File: src/hw/adcc_defs.svh
/*
 * Register offsets, field positions, reset values and cycle counts of the
 * converter control block.
 * Assumes it is included by bare name after adcc_pkg has been compiled.
 */
`ifndef ADCC_DEFS_SVH
`define ADCC_DEFS_SVH

// register offsets on the byte-wide register port
`define ADCC_OFF_CTRL 8'ha4
`define ADCC_OFF_INPUT 8'ha5
`define ADCC_OFF_RES_LOW 8'ha2
`define ADCC_OFF_RES_HIGH 8'ha3

// converter_control fields
`define ADCC_CTRL_DONE 7
`define ADCC_CTRL_BUSY 6
`define ADCC_CTRL_DACM 5
`define ADCC_CTRL_EN 4
`define ADCC_CTRL_LEFT 3
`define ADCC_CTRL_CLK_HI 2
`define ADCC_CTRL_CLK_LO 0

// converter_input_control fields
`define ADCC_IN_CONNECT 7
`define ADCC_IN_TRIG_HI 6
`define ADCC_IN_TRIG_LO 5
`define ADCC_IN_INTSEL 4
`define ADCC_IN_DIFFERENTIAL_SELECT 3
`define ADCC_IN_CHAN_HI 2
`define ADCC_IN_CHAN_LO 0

// reset values
`define ADCC_RST_BYTE 8'h00
`define ADCC_RST_PAIR 16'h0000
`define ADCC_RST_WORD 10'h000

// codes
`define ADCC_CLK_INTERNAL 3'h0
`define ADCC_TRIG_SOFT 2'h0
`define ADCC_CHAN_INTERNAL 3'h6
`define ADCC_CHAN_LAST_PIN 3'h5
`define ADCC_CHAN_LAST_PAIR 3'h2
`define ADCC_SAR_MSB 10'h200

// cycle counts in converter clock cycles
`define ADCC_ADC_CYCLES 4'hd
`define ADCC_DAC_CYCLES 4'hb
`define ADCC_SAMPLE_CYCLE 4'h3
`define ADCC_FIRST_BIT_CYCLE 4'h4
`define ADCC_DAC_BUILD_CYCLE 4'h2
`define ADCC_DAC_SHOW_CYCLE 4'h7
`define ADCC_FIRST_CYCLE 4'h1

// internal source: 8 MHz oscillator divided by 4 gives 2 MHz
`define ADCC_OSC_DIV_LAST 2'h3

`endif

File: src/hw/adcc_pkg.sv
/*
 * Types of the converter control block: state codes and the state record.
 * Assumes nothing beyond a SystemVerilog compiler.
 */
package adcc_pkg;

    // one-hot conversion sequencer states
    typedef enum logic [2:0] {
        st_idle = 3'b001,
        st_conv = 3'b010,
        st_flag = 3'b100
    } adcc_state_type;

    // complete register state of the block
    typedef struct packed {
        adcc_state_type state;
        logic [3:0] cyc;
        logic pend;
        logic busy;
        logic done;
        logic conv_en;
        logic dac_mode;
        logic left_adj;
        logic [2:0] clk_sel;
        logic input_connect;
        logic [1:0] trig;
        logic int_sel;
        logic differential_select_sel;
        logic [2:0] chan;
        logic [15:0] data_pair;
        logic [9:0] dac_buf;
        logic [9:0] sar;
        logic sample_hold;
        logic dac_update;
        logic [7:0] rdata;
        logic osc_s1;
        logic osc_s2;
        logic osc_s3;
        logic [1:0] osc_cnt;
        logic [6:0] presc;
        logic cmp_s1;
        logic cmp_s2;
        logic tick;
        logic [9:0] route;
        logic [1:0] p2_force;
        logic osc_run;
        logic power;
    } adcc_state_rec_type;

endpackage

File: src/hw/adcc_core.sv
/*
 * Control and sequencing of the shared 10-bit successive-approximation
 * converter: register port, converter clock, channel routing, ADC and DAC
 * sequences, completion flag.
 * Assumes a comparator output from the analog array, an 8 MHz internal
 * oscillator level, timer overflow pulses and an interrupt-vector pulse
 * from same-clock logic. The system oscillator is mclk_i itself.
 */
// Implementation choices: the register offsets and strobed register access.
// What this block does
// RULE_01: ADC mode yields a 10-bit two's complement result by successive approximation.
// RULE_02: differential_select picks single-ended against half supply, or pin-pair difference.
// RULE_03: channel_select picks one of six pins, or one of three pin pairs.
// RULE_04: selected pins are connected only while input_connect is one.
// RULE_05: software clears input_connect before changing channel_select, then sets it.
// RULE_06: software leaves input_connect and channel_select alone during a conversion.
// RULE_07: software sets converter input pins to input-only mode.
// RULE_08: channel six routes supply monitor or temperature sensor, internal reference negative.
// RULE_09: converter works and draws power only while converter_enable is set.
// RULE_10: ADC conversion lasts 13 converter cycles, sampling in the third.
// RULE_11: conversion end sets the done flag; ADC mode also stores the result.
// RULE_12: done flag shows one converter cycle plus synchronisation later.
// RULE_13: in ADC mode result registers are read-only and hold until next result.
// RULE_14: DAC mode needs enable and analog_output_mode; output is always differential.
// RULE_15: DAC mode ignores differential_select, input_connect and channel_select.
// RULE_16: while DAC mode is on, the two output port bits are forced input-only.
// RULE_17: DAC conversion lasts 11 cycles, builds from cycle 2, shows at cycle 7.
// RULE_18: in DAC mode result registers are write-only, buffered for the whole conversion.
// RULE_19: software keeps converter clock at or below the system clock in DAC mode.
// RULE_20: default converter clock is 2 MHz from the internal 8 MHz oscillator.
// RULE_21: otherwise the clock comes from the system oscillator via a 7-bit prescaler.
// RULE_22: writing start_busy with enable set starts one conversion; cleared on completion. The code ignores the write unless trig selects software start.
// RULE_23: a selected timer overflow starts a conversion and sets start_busy.
// RULE_24: right adjust sign-extends the upper six bits; left adjust zeroes the lower six.
// RULE_25: vectoring to the converter interrupt routine clears the done flag.
// RULE_26: each prescale code is a power-of-two division; code zero is the internal clock.
// RULE_27: the converter clock is treated as asynchronous; flag and start are synchronised.
`timescale 1ns/1ps
`default_nettype none
`include "adcc_defs.svh"

module adcc_core (
    // clock and reset
    input wire logic mclk_i,
    input wire logic nrst_i,
    // register port
    input wire logic [7:0] addr_i,
    input wire logic [7:0] wdata_i,
    input wire logic wr_i,
    input wire logic rd_i,
    output logic [7:0] rdata_o,
    // analog side inputs
    input wire logic osc8_i,
    input wire logic comp_i,
    // system events
    input wire logic [2:0] timer_ovf_i,
    input wire logic isr_vector_i,
    // analog array control
    output logic [9:0] sar_code_o,
    output logic sample_hold_o,
    output logic dac_update_o,
    output logic conv_power_o,
    output logic dac_mode_o,
    output logic [5:0] pin_connect_o,
    output logic mid_ref_o,
    output logic int_ref_neg_o,
    output logic [1:0] int_src_o,
    output logic [1:0] p2_force_input_o,
    output logic int_osc_run_o,
    // status
    output logic done_flag_o,
    output logic busy_o
);

    adcc_pkg::adcc_state_rec_type s_r;
    adcc_pkg::adcc_state_rec_type s_nxt;

    // channel routing: {mid_ref, int_ref_neg, int_src[1:0], pins[5:0]}
    function automatic logic [9:0] route_map(input logic on, input logic differential_select,
                                             input logic [2:0] chan, input logic isel);
        logic [9:0] r;
        r = 10'h000;
        if (on) begin
            if (chan == `ADCC_CHAN_INTERNAL) begin
                r[8] = 1'b1; // RULE_08
                r[7:6] = isel ? 2'b10 : 2'b01; // RULE_08
            end else if (differential_select) begin
                if (chan <= `ADCC_CHAN_LAST_PAIR) begin
                    r[{chan[1:0], 1'b0}] = 1'b1; // RULE_03
                    r[{chan[1:0], 1'b1}] = 1'b1; // RULE_02
                end
            end else if (chan <= `ADCC_CHAN_LAST_PIN) begin
                r[chan] = 1'b1; // RULE_03
                r[9] = 1'b1; // RULE_02
            end
        end
        return r;
    endfunction

    // one SAR decision: drop the trial bit if the input is below, then try the next
    function automatic logic [9:0] sar_step(input logic [9:0] code, input logic [3:0] b,
                                            input logic keep);
        logic [9:0] r;
        r = code;
        if (!keep) begin
            r[b] = 1'b0;
        end
        if (b != 4'h0) begin
            r[b - 4'h1] = 1'b1;
        end
        return r;
    endfunction

    // the SAR works in offset binary; flipping the top bit gives two's complement
    function automatic logic [15:0] fmt_result(input logic [9:0] code, input logic left);
        logic [9:0] v;
        v = {~code[9], code[8:0]}; // RULE_01
        return left ? {v, 6'h00} : {{6{v[9]}}, v}; // RULE_24
    endfunction

    // converter clock ticks, conversion sequencer and register port
    always_comb begin
        logic start_req;
        logic rd_sel;
        logic fin;
        logic set_done;
        logic [2:0] ovf;
        start_req = 1'b0;
        rd_sel = 1'b0;
        fin = 1'b0;
        set_done = 1'b0;
        ovf = timer_ovf_i;
        s_nxt = s_r;
        s_nxt.rdata = `ADCC_RST_BYTE;

        // asynchronous oscillator and comparator pass two flops first
        s_nxt.osc_s1 = osc8_i; // RULE_27
        s_nxt.osc_s2 = s_r.osc_s1;
        s_nxt.osc_s3 = s_r.osc_s2;
        s_nxt.cmp_s1 = comp_i;
        s_nxt.cmp_s2 = s_r.cmp_s1;

        // tick generation; the prescaler runs free so a code change needs no reload
        s_nxt.presc = s_r.presc + 7'h01;
        s_nxt.tick = 1'b0;
        if (s_r.osc_s2 && !s_r.osc_s3) begin
            s_nxt.osc_cnt = s_r.osc_cnt + 2'h1;
        end
        if (s_r.clk_sel == `ADCC_CLK_INTERNAL) begin
            s_nxt.tick = s_r.osc_s2 && !s_r.osc_s3 && s_r.osc_cnt == `ADCC_OSC_DIV_LAST; // RULE_20
        end else begin
            s_nxt.tick = &(s_r.presc | ~((7'h01 << s_r.clk_sel) - 7'h01)); // RULE_21 RULE_26
        end
        s_nxt.osc_run = s_r.conv_en && s_r.clk_sel == `ADCC_CLK_INTERNAL; // RULE_20

        // static outputs follow the mode bits
        s_nxt.power = s_r.conv_en; // RULE_09
        s_nxt.p2_force = {2{s_r.conv_en && s_r.dac_mode}}; // RULE_16
        s_nxt.route = route_map(s_r.conv_en && !s_r.dac_mode && s_r.input_connect,
                                s_r.differential_select_sel, s_r.chan, s_r.int_sel); // RULE_04 RULE_15

        // register writes
        if (wr_i) begin
            unique case (addr_i)
                `ADCC_OFF_CTRL: begin
                    s_nxt.dac_mode = wdata_i[`ADCC_CTRL_DACM];
                    s_nxt.conv_en = wdata_i[`ADCC_CTRL_EN];
                    s_nxt.left_adj = wdata_i[`ADCC_CTRL_LEFT];
                    s_nxt.clk_sel = wdata_i[`ADCC_CTRL_CLK_HI:`ADCC_CTRL_CLK_LO];
                    if (!wdata_i[`ADCC_CTRL_DONE]) begin
                        s_nxt.done = 1'b0;
                    end
                    if (wdata_i[`ADCC_CTRL_BUSY] && wdata_i[`ADCC_CTRL_EN]
                        && s_r.trig == `ADCC_TRIG_SOFT) begin
                        start_req = 1'b1; // RULE_22
                    end
                end
                `ADCC_OFF_INPUT: begin
                    s_nxt.input_connect = wdata_i[`ADCC_IN_CONNECT];
                    s_nxt.trig = wdata_i[`ADCC_IN_TRIG_HI:`ADCC_IN_TRIG_LO];
                    s_nxt.int_sel = wdata_i[`ADCC_IN_INTSEL];
                    s_nxt.differential_select_sel = wdata_i[`ADCC_IN_DIFFERENTIAL_SELECT];
                    s_nxt.chan = wdata_i[`ADCC_IN_CHAN_HI:`ADCC_IN_CHAN_LO];
                end
                `ADCC_OFF_RES_LOW: begin
                    if (s_r.dac_mode) begin
                        s_nxt.data_pair[7:0] = wdata_i; // RULE_13 RULE_18
                    end
                end
                `ADCC_OFF_RES_HIGH: begin
                    if (s_r.dac_mode) begin
                        s_nxt.data_pair[15:8] = wdata_i; // RULE_13 RULE_18
                    end
                end
                default: begin
                end
            endcase
        end

        // timer-triggered start
        if (s_r.conv_en && s_r.trig != `ADCC_TRIG_SOFT && ovf[s_r.trig - 2'h1]) begin
            start_req = 1'b1; // RULE_23
        end
        if (start_req && s_r.state == adcc_pkg::st_idle && !s_r.pend) begin
            s_nxt.pend = 1'b1; // RULE_27
            s_nxt.busy = 1'b1; // RULE_22 RULE_23
        end

        // sequencer advances on converter ticks only
        unique case (s_r.state)
            adcc_pkg::st_idle: begin
                s_nxt.sample_hold = 1'b0;
                if (s_r.pend && s_r.tick) begin
                    s_nxt.pend = 1'b0;
                    s_nxt.state = adcc_pkg::st_conv;
                    s_nxt.cyc = `ADCC_FIRST_CYCLE;
                    s_nxt.sar = `ADCC_RST_WORD;
                    s_nxt.dac_update = 1'b0;
                    s_nxt.dac_buf = s_r.left_adj ? s_r.data_pair[15:6]
                                                 : s_r.data_pair[9:0]; // RULE_18
                end
            end
            adcc_pkg::st_conv: begin
                if (s_r.tick) begin
                    s_nxt.cyc = s_r.cyc + 4'h1;
                    if (s_r.dac_mode) begin
                        if (s_r.cyc == `ADCC_DAC_CYCLES) begin
                            fin = 1'b1; // RULE_17
                        end else begin
                            s_nxt.sar[4'ha - s_r.cyc] = s_r.dac_buf[4'ha - s_r.cyc]; // RULE_17
                        end
                        if (s_r.cyc + 4'h1 == `ADCC_DAC_SHOW_CYCLE) begin
                            s_nxt.dac_update = 1'b1; // RULE_17
                        end
                    end else begin
                        s_nxt.sample_hold = s_r.cyc + 4'h1 == `ADCC_SAMPLE_CYCLE; // RULE_10
                        if (s_r.cyc == `ADCC_SAMPLE_CYCLE) begin
                            s_nxt.sar = `ADCC_SAR_MSB; // RULE_01
                        end else if (s_r.cyc >= `ADCC_FIRST_BIT_CYCLE) begin
                            s_nxt.sar = sar_step(s_r.sar, `ADCC_ADC_CYCLES - s_r.cyc,
                                                 s_r.cmp_s2); // RULE_01
                        end
                        if (s_r.cyc == `ADCC_ADC_CYCLES) begin
                            fin = 1'b1; // RULE_10
                            s_nxt.data_pair = fmt_result(sar_step(s_r.sar, 4'h0, s_r.cmp_s2),
                                                         s_r.left_adj); // RULE_11
                        end
                    end
                    if (fin) begin
                        s_nxt.state = adcc_pkg::st_flag;
                    end
                end
            end
            adcc_pkg::st_flag: begin
                if (s_r.tick) begin
                    set_done = 1'b1; // RULE_11 RULE_12
                    s_nxt.busy = 1'b0; // RULE_22
                    s_nxt.state = adcc_pkg::st_idle;
                end
            end
        endcase

        // done flag: vector clears it, a coincident set wins
        if (isr_vector_i) begin
            s_nxt.done = 1'b0; // RULE_25
        end
        if (set_done) begin
            s_nxt.done = 1'b1; // RULE_11
        end

        // dropping the enable aborts everything and powers down
        if (!s_nxt.conv_en) begin
            s_nxt.state = adcc_pkg::st_idle; // RULE_09
            s_nxt.pend = 1'b0;
            s_nxt.busy = 1'b0;
            s_nxt.sample_hold = 1'b0;
            s_nxt.dac_update = 1'b0;
        end

        // reads answer in the next cycle only
        if (rd_i) begin
            rd_sel = 1'b1;
            unique case (addr_i)
                `ADCC_OFF_CTRL: s_nxt.rdata = {s_r.done, s_r.busy, s_r.dac_mode, s_r.conv_en,
                                               s_r.left_adj, s_r.clk_sel};
                `ADCC_OFF_INPUT: s_nxt.rdata = {s_r.input_connect, s_r.trig, s_r.int_sel,
                                                s_r.differential_select_sel, s_r.chan};
                `ADCC_OFF_RES_LOW: s_nxt.rdata = s_r.dac_mode ? `ADCC_RST_BYTE
                                                              : s_r.data_pair[7:0]; // RULE_18
                `ADCC_OFF_RES_HIGH: s_nxt.rdata = s_r.dac_mode ? `ADCC_RST_BYTE
                                                               : s_r.data_pair[15:8]; // RULE_18
                default: rd_sel = 1'b0;
            endcase
        end
    end

    // the whole state in one register
    always_ff @(posedge mclk_i or negedge nrst_i) begin
        if (!nrst_i) begin
            s_r <= '0;
            s_r.state <= adcc_pkg::st_idle;
        end else begin
            s_r <= s_nxt;
        end
    end

    // outputs straight from the state register
    assign rdata_o = s_r.rdata;
    assign sar_code_o = s_r.sar;
    assign sample_hold_o = s_r.sample_hold;
    assign dac_update_o = s_r.dac_update;
    assign conv_power_o = s_r.power;
    assign dac_mode_o = s_r.p2_force[0]; // RULE_14
    assign pin_connect_o = s_r.route[5:0];
    assign int_src_o = s_r.route[7:6];
    assign int_ref_neg_o = s_r.route[8];
    assign mid_ref_o = s_r.route[9];
    assign p2_force_input_o = s_r.p2_force;
    assign int_osc_run_o = s_r.osc_run;
    assign done_flag_o = s_r.done;
    assign busy_o = s_r.busy;
endmodule
`default_nettype wire

File: config.mk
export PLATFORM = sky130hd
export DESIGN_NAME = adcc_core
export DESIGN_NICKNAME = d
export VERILOG_FILES = /design/src/hw/adcc_pkg.sv /design/src/hw/adcc_core.sv
export VERILOG_INCLUDE_DIRS = /design/src /design/src/hw
export SDC_FILE = /design/constraint.sdc
export NUM_CORES = 1
export LEC_CHECK = 0
export BUFFER_PORTS_ARGS = -buffer_cell sky130_fd_sc_hd__buf_4
export CAP_MARGIN = 20
export CORE_MARGIN = 2
export CORE_UTILIZATION = 40
export CTS_CLUSTER_DIAMETER = 120
export DETAILED_ROUTE_END_ITERATION = 12
export PLACE_DENSITY = 0.67
export SYNTH_ARGS = -nofsm -noshare
export SYNTH_HDL_FRONTEND = slang
export SYNTH_SLANG_ARGS = --single-unit
File: constraint.sdc
create_clock -name mclk_i -period 3.7 [get_ports mclk_i]
set_input_delay 0.185 -clock mclk_i [delete_from_list [all_inputs] [get_ports mclk_i]]
set_output_delay 0.185 -clock mclk_i [all_outputs]
set_load 0.05 [all_outputs]
======== Yosys cells after proc, flatten, opt, wreduce, memory -nomap -nowiden ========
Cells that the tools add are included.
storage, ports and cells
  output and inout bits ................... 37
  word-level logic and storage cells ...... 219
  bits of input ports ..................... 26
  register bits after elaboration ......... 98
operators by class
  magnitude comparators ................... 16
  shift operators ......................... 1
  bitwise logic cells ..................... 7
  mux-type cells .......................... 89
  $add $sub $neg .......................... 8
  eq/ne operators ......................... 27
  reduce and logical (&&, ||, !) cells .... 39
operator list
  operator              count
  $mux W10              16
  $mux W8               10
  $mux W16              4
  $eq A8 B8 Y1 const B  4
  $mux W1               32
  $pmux W8 S4           1
  $mux W31              1
  $pmux W12 S2          1
  $ne A3 B3 Y1 const B  7
  $logic_and A1 B1 Y1   19
  $lt A3 B5 Y1 const B  3
  $lt A4 B5 Y1 const B  3
  $mux W15              1
  $mux W7               2
  $demux W1 S4          3
  $ge A4 B1 Y1 const B  3
  $mux W12              1
  $mux W3               4
  $and A10 B10 Y10      1
  $bwmux W10            1
  $not A10 Y10          1
  $or A10 B10 Y10       1
  $reduce_and A5 Y1     2
  $ge A3 B1 Y1 const B  3
  other kinds (46)      63

======== Longest topological paths before layout ========
Gate-level depths: netlist of the first run.
  depth after elaboration ................. 21
  mapped depth ............................ 10
  depth with buffers taken out ............ 8

======== Worst setup path after synthesis of the first run ========
OpenSTA, ideal clock, no wires.
  kind .................................... flip-flop to flip-flop
  start ................................... reg s_r[92] (netlist name)
  end ..................................... reg s_r (netlist bit sar_code_o[4])
  setup time .............................. 0.126 ns
  data arrival time ....................... 2.128 ns
  data required time ...................... 3.574 ns
  setup slack ............................. 1.446 ns
  period minus slack after synthesis ...... 2.254 ns
  path buffers ............................ 1
  cell stages (with the launch flop) ...... 7
  path through ............................ dfrtp_1 -> clkbuf_1 -> inv_1 -> ha_1 -> mux4_2 -> and4_1 -> a221o_1
between the ends
  longest elaborated chain between the ends .. 20
  elaborated cells between the ends (all ways) .. 44
  classes of those cells .................. add/sub: 3; order compare: 7; eq/ne: 4; mux: 22; bitwise: 3; reduce/logical: 5
ends and longest elaborated chain
  what                                                                       line              source
  from (decl)                                                                adcc_core.sv:75   adcc_pkg::adcc_state_rec_type s_r;
  from (signal assigned)                                                     adcc_core.sv:303  s_r <= s_nxt;
  $sub A4 B4 Y4 (no line)                                                    n/a
  $lt A4 B5 Y1 (not written as such) / $ge A4 B1 Y1 (equally long branches)  adcc_core.sv:106  r[b] = 1'b0;
  $logic_and A1 B1 Y1 (not written as such)                                  adcc_core.sv:106
  $mux W1 (not written as such)                                              adcc_core.sv:106
  $demux W1 S4                                                               adcc_core.sv:106
  $not A10 Y10 (no line)                                                     n/a
  $and A10 B10 Y10 (no line)                                                 n/a
  $mux W10                                                                   adcc_core.sv:105  if (!keep) begin
  [... 4 more ...]                                                           n/a
  $mux W10                                                                   adcc_core.sv:210  unique case (s_r.state)
  $or A10 B10 Y10 (no line)                                                  n/a
  $mux W10                                                                   adcc_core.sv:108  if (b != 4'h0) begin
  $mux W10                                                                   adcc_core.sv:239  end else if (s_r.cyc >= `ADCC_FIRST_BIT_CYCLE) begin
  $mux W10                                                                   adcc_core.sv:237  if (s_r.cyc == `ADCC_SAMPLE_CYCLE) begin
  $mux W10                                                                   adcc_core.sv:226  if (s_r.dac_mode) begin
  $mux W12                                                                   adcc_core.sv:224  if (s_r.tick) begin
  $pmux W12 S2                                                               adcc_core.sv:210
Several ways; a longest one is shown, not always the timed one. The select of a mux whose other input is x is not followed.
A chain may end at the register's enable or synchronous reset.

======== Worst setup path in the final report of the first run ========
  start ................................... reg s_r[92] (netlist name)
  end ..................................... reg s_r (netlist bit sar_code_o[6])
Same word-level chain as after synthesis.

==> flow_metrics.py, run 1 <==
metrics = {
    "outcome": {
        "status": "complete, but fails checks",
        "violations": "negative hold slack",
    },
    "synthesis": {
        "synth-edff-count": 0,
        "yosys-top-cells-area": "dfrtp_1 (43%), mux2i_1 (5.6%), ha_1 (4.0%)",
        "syn_inst": 577,
        "synth_ff_type": "dfrtp_1",
        "yosys.area.top_type_share_pct": 43.43,
        "async_reset_ff_share_pct": 100.0,
        "ys.warnings.count": 0,
        "ys_seq_area_share_pct": 43.90,
        "synth_most_common_cell": "dfrtp_1",
        "synth_cell_types": 60,
        "synthesis.area_um2": 5589,
        "synth_area_leader_cell": "dfrtp_1",
        "yosys-top-cells-count": "dfrtp_1 (97), nand2_1 (49), o21ai_0 (43)",
        "synth-seq-cells": 98,
        "syn-num-nets": 621,
        "avgSynthCellArea_um2": 9.686,
    },
    "placement": {
        "port_buffers": 62,
        "dpl_worst_slack_ns": 1.034,
        "gp_congestion": 0.9340,
        "dp_hpwl_um": 10130,
        "post-place-cells": 759,
    },
    "setup_path": {
        "crit_type": "reg2reg",
        "crit_arrival_ns": 3.02,
        "critPathLaunchType": "flip-flop",
        "critPathCaptureType": "flip-flop",
        "cp_max_fo": 18,
        "cp.required_ns": 3.98,
    },
    "detailed_routing": {
        "final_antenna_net_count": 0,
        "viasPerCell": 5.719,
        "wl_per_cell_um": 17.79,
        "wirelength_um": 13830,
        "drtPass1Iterations": 6,
        "remaining_drc_errors": 0,
        "vias": 4444,
        "drtIter0Drc": 398,
    },
    "die": {
        "die_w_um": 122.2,
        "std_cell_rows": 43,
        "start_util_pct": 40.58,
        "dieArea_um2": 14930,
        "core-area_um2": 13770,
        "ios": 63,
        "die_h_um": 122.2,
    },
    "global_route": {
        "grt_pass1_wl_um": 22740,
        "grt_max_degree": 73,
        "first_global_vias": 4310,
        "antenna_found_initial": 0,
        "grt_use_total_pct": 19.75,
        "globalRouteOverflowTotal": 0,
    },
    "sta": {
        "worst_slack_ns": 0.9536,
        "max_slew_margin_pct": 37.36,
        "holdWs_ns": -0.04774,
        "finClkSkew_ns": 0.006554,
        "setup_viol": 0,
        "final_max_slew_viol_count": 0,
        "period_minus_slack_ns": 2.746,
        "setup_tns_ns": 0,
        "fmax_mhz": 364.1,
        "finalHoldViolCount": 18,
        "rsz0062_at_grt": "no",
        "tightestPinTransition_ns": 0.9396,
        "fin_crit_sh_pct": 74.23,
    },
    "power": {
        "intPower_mw": 1.771,
        "sw_frac_of_total_pct": 23.04,
        "seqPwrFrac_pct": 49.7,
        "ir_drop_mv": 0.1937,
        "p_sw_mw": 0.5302,
        "p_per_area_nw_per_um2": 365.0,
        "p_clk_share_pct": 42.8,
        "leakage_nw": 2.618,
        "p_comb_share_pct": 7.5,
    },
    "cells_and_area": {
        "final_net_count": 637,
        "fin_cells": 777,
        "drive_gt1_share_pct": 17.25,
        "antenna-diode-count": 0,
        "postLayoutCoreUtil_pct": 45.77,
        "area.growth.synth_to_final_pct": 12.78,
    },
    "worst_hold_path": {
        "worstHoldPathType": "in2async",
    },
    "clock_network": {
        "cts.sinks": 98,
        "clock_latency_ns": 0.34,
        "cts_resized": 0,
        "clock_path_buffers": 2,
        "cts_made_buffers": 9,
        "cts_tree": "yes",
        "cts_root_buf": "clkbuf_16",
        "path_clk_slew_ns": 0.06,
        "htreeDepth": 3,
    },
    "run": {
        "drv_cap": 0,
    },
}
==> power by group through the flow <==
| stage | Combinational (mW) | Clock [mW] | Sequential, mW |
|---|---|---|---|
| finish | 0.172 | 0.986 | 1.14 |
| global route | 0.193 | 1.05 | 1.15 |
| CTS | 0.167 | 1.01 | 1.15 |
| detailed placement | 0.164 | 0 | 1.17 |
| global placement | 0.157 | 0 | 1.16 |
| floorplan | 0.104 | 0 | 1.14 |
==> area by class of cell <==
type	instances	area (um^2)
fillers	1368	7470
multi-input cells	401	2724
flip-flops and latches	98	2454
repair buffers	68	535.5
clock buffers	11	232.7
well taps	180	225.2
clock inverters	4	76.32
inverters	15	56.30
==> timing repair <==
item / CTS / global route
hold buffers: 2 / 0
setup endpoints to repair: 0 / 0
buffers inserted: 0 / 0
hold endpoints to repair: 2 / 0
==> critical path, cell delays in order, from the launching register on <==
cell and delay (ns):
dfrtp_1 0.75, ha_1 0.52, nor4_1 0.09, a2bb2oi_1 0.37
nand2_1 0.26, nor3_1 0.39, a32o_1 0.20, a221o_1 0.11
==> flip-flops by register name, summed over array words and instances (netlist names) <==
| name | cells |
|---|---|
| int_osc_run_o | 1 |
| conv_power_o | 1 |
| dac_update_o | 1 |
| s_r | 59 |
| rdata_o | 8 |
| p2_force_input_o | 1 |
| int_ref_neg_o | 1 |
| sample_hold_o | 1 |
| mid_ref_o | 1 |
| sar_code_o | 10 |
| done_flag_o | 1 |
| pin_connect_o | 6 |
| s_nxt | 4 |
| int_src_o | 2 |
| busy_o | 1 |
==> placed cells by master (no fill, tap or decap), types with 3 or more instances in the layout <==
cell type / n
a211oi_1: 6
a21oi_1: 30
a221o_1: 4
a222oi_1: 7
a22oi_1: 6
a31oi_1: 7
a32o_1: 3
a41oi_1: 3
and2_1: 5
and3_1: 7
buf_4: 65
clkbuf_16: 9
dfrtp_1: 97
ha_1: 18
inv_1: 14
mux2_2: 13
mux2i_1: 31
nand2_1: 49
nand2b_1: 15
nand3_1: 15
nand3b_1: 10
nand4_1: 4
nor2_1: 26
nor2b_1: 11
nor3_1: 14
nor3b_1: 3
nor4_1: 4
o211ai_1: 7
o21ai_0: 43
o21ai_1: 4
o31ai_1: 8
or2_2: 3
or3_1: 4
xnor2_1: 8
xor2_1: 9
==> worst paths after layout <==
path / start / to / slack [ns] / depth (start not counted)
min in group mclk_i: wdata_i[5] / s_r[87] / 0.11 / 3
worst max-delay path: s_r[92] / sar_code_o[6] / 0.95 / 7
max in group asynchronous: nrst_i / s_r[59] / 2.77 / 2
worst max register to register: s_r[92] / sar_code_o[6] / 0.95 / 7
worst min register to register: s_nxt[15] / s_r[15] / 0.35 / 0
worst min-delay path: nrst_i / s_nxt[15] / -0.05 / 1
==> metal layers <==
layer | global-route usage, % | share of wire (%)
met1 | 28.24 | 45
met4 | 7.256 | 1.8
met3 | 2.388 | 6.0
met2 | 30.76 | 47
met5 | 0 | 0
==> per-stage QoR <==
step | cell area [um^2] | total power, mW
after floorplan | 5589 | 1.248
after global routing | 6304 | 2.396
final | 6304 | 2.301
after detailed placement | 5947 | 1.331
after global placement | 5947 | 1.320
after CTS | 6276 | 2.320
==> kinds of logic after synthesis <==
group	Yosys count	share of synthesized area, %
AOI/OAI and AO/OA	141	16.34
and+or+nand+nor	179	16.72
muxes	46	8.977
xor gates and xnor gates	17	2.664
buffers and inverters	78	7.365
adders and majority gates	18	4.030
DFF	98	43.90
Note: power is estimated with default switching activity, not from simulation.
==> run 2: changes to the inputs <==
--- a/config.mk
+++ b/config.mk
@@ -12,7 +12,7 @@
 export CORE_UTILIZATION = 40
 export CTS_CLUSTER_DIAMETER = 120
 export DETAILED_ROUTE_END_ITERATION = 12
-export PLACE_DENSITY = 0.67
+export PLACE_DENSITY = 0.69
 export SYNTH_ARGS = -nofsm -noshare
 export SYNTH_HDL_FRONTEND = slang
 export SYNTH_SLANG_ARGS = --single-unit
==> constraint.sdc (replaced) <==
create_clock -name mclk_i -period 2.5 [get_ports mclk_i]
set_input_delay 0.125 -clock mclk_i [delete_from_list [all_inputs] [get_ports mclk_i]]
set_output_delay 0.125 -clock mclk_i [all_outputs]
set_load 0.05 [all_outputs]
==> flow_metrics.py, run 2 (synthesized netlist as in run 1, its figures left out) <==
metrics = {
    "outcome": {
        "status": "completed",
    },
    "cells_and_area": {
        "layout_commonest_cell": "dfrtp_1",
        "seqCellArea_um2": 2456,
        "layout_common_cells": "dfrtp_1 (95), buf_4 (82), nand2_1 (49), o21ai_0 (43), mux2i_1 (31)",
        "drive_gt1_share_pct": 20.85,
        "multi_input_area_um2": 2744,
        "largest_reg_flops": 59,
        "filler_cell_count": 1308,
        "top_register": "s_r",
        "final_net_count": 654,
        "antenna-diode-count": 0,
        "area.growth.synth_to_final_pct": 14.64,
    },
    "global_route": {
        "grt_pass1_wl_um": 23200,
        "antenna_found_initial": 0,
        "grt_max_degree": 40,
        "globalRouteOverflowTotal": 0,
        "grt_use_total_pct": 19.95,
        "first_global_vias": 4279,
    },
    "placement": {
        "dpl_worst_slack_ns": 0.05568,
        "dp_hpwl_um": 10610,
        "gp_congestion": 0.9298,
        "port_buffers": 62,
    },
    "detailed_routing": {
        "wl_per_cell_um": 18.22,
        "vias": 4514,
        "remaining_drc_errors": 0,
        "drtIter0Drc": 413,
        "drtPass1Iterations": 6,
        "viasPerCell": 5.685,
        "wirelength_um": 14470,
        "final_antenna_net_count": 0,
    },
    "sta": {
        "tightestPinTransition_ns": 0.5835,
        "fin_crit_sh_pct": 94.63,
        "finalHoldViolCount": 0,
        "fmax_mhz": 422.7,
        "final_max_slew_viol_count": 0,
        "setup_viol": 0,
        "rsz0062_at_grt": "no",
        "max_slew_margin_pct": 59.99,
        "holdWs_ns": 0.03737,
        "worst_slack_ns": 0.1343,
        "setup_tns_ns": 0,
        "finClkSkew_ns": 0.01360,
        "period_minus_slack_ns": 2.366,
    },
    "power": {
        "p_per_area_nw_per_um2": 508.4,
        "leakage_nw": 2.672,
        "ir_drop_mv": 0.2972,
        "p_total_mw": 3.258,
    },
    "clock_network": {
        "cts_tree": "yes",
        "htreeDepth": 3,
        "cts_root_buf": "clkbuf_16",
        "cts.sinks": 98,
        "post_cts_buffers": 0,
        "clock_latency_ns": 0.35,
        "cts_made_buffers": 9,
        "path_clk_slew_ns": 0.07,
        "clock_path_buffers": 2,
    },
    "die": {
        "core-area_um2": 13770,
        "die_w_um": 122.2,
        "ios": 63,
        "std_cell_rows": 43,
        "dieArea_um2": 14930,
        "start_util_pct": 40.58,
        "die_h_um": 122.2,
    },
    "setup_path": {
        "cp.required_ns": 2.72,
        "r2r_cells": 8,
        "crit_type": "reg2reg",
        "crit_arrival_ns": 2.59,
        "critPathLaunchType": "flip-flop",
        "cp_max_fo": 8,
        "critPathCaptureType": "flip-flop",
    },
    "run": {
        "drv_cap": 0,
    },
    "worst_hold_path": {
        "holdPathStages": 3,
        "worstHoldPathType": "in2reg",
    },
}
-- run 2: worst max-delay path, cell delays in order, from the launching register on --
cell,delay [ns]
dfrtp_2,0.48
clkinvlp_4,0.16
ha_1,0.27
inv_1,0.11
or3_1,0.45
a31oi_1,0.20
nor3_1,0.09
a32o_1,0.21
a221o_1,0.26
-- run 2: path summary, 6_finish.rpt --
check / start / to / slack [ns]
max in group asynchronous: nrst_i / s_r[96] / 1.41
worst max-delay path: s_r[93] / sar_code_o[6] / 0.13
worst max register to register: s_r[93] / sar_code_o[6] / 0.13
worst min-delay path: wdata_i[5] / s_r[87] / 0.04
min in group asynchronous: nrst_i / s_r[57] / 0.30
worst min register to register: s_nxt[15] / s_r[15] / 0.35
-- run 2: power by group --
part / internal [mW] / switching, mW / total (mW)
combinational: 0.115 / 0.153 / 0.268
sequential: 1.63 / 0.0513 / 1.68
clock: 0.681 / 0.625 / 1.31
-- run 2: routing by layer --
| metal | track usage, % | share of wire, % | vias up |
|---|---|---|---|
| li1 | - | - | 2131 |
| met1 | 28.59 | 45 | 2196 |
| met4 | 6.681 | 1.8 | 0 |
| met2 | 30.90 | 47 | 168 |
| met5 | 0 | 0 | - |
| met3 | 2.949 | 5.9 | 19 |
-- run 2: stage by stage --
stage                     instance area, um^2  cells  utilization [%]
after floorplan                          5589    577                -
after global placement                   6075    776            44.10
after detailed placement                 6075    776            44.10
after CTS                                6381    794            46.33
after global routing                     6407    794            46.52
final                                    6407    794            46.52
-- run 2: repair_timing --
| item | 4_1_cts | 5_1_grt |
|---|---|---|
| hold endpoints to repair | 39 | 0 |
| endpoints found under the setup margin | 0 | 9 |
| hold buffers | 3 | 0 |
| gates resized for setup | 0 | 8 |
-- run 2: layout make-up --
class | instances | area share (%)
inverter | 15 | 0.9373
timing repair buffer | 85 | 10.08
sequential | 98 | 38.33
tap | 180 | 3.515
clock inverter | 6 | 0.8006
clock buffer | 9 | 3.515
multi-input combinational | 401 | 42.82
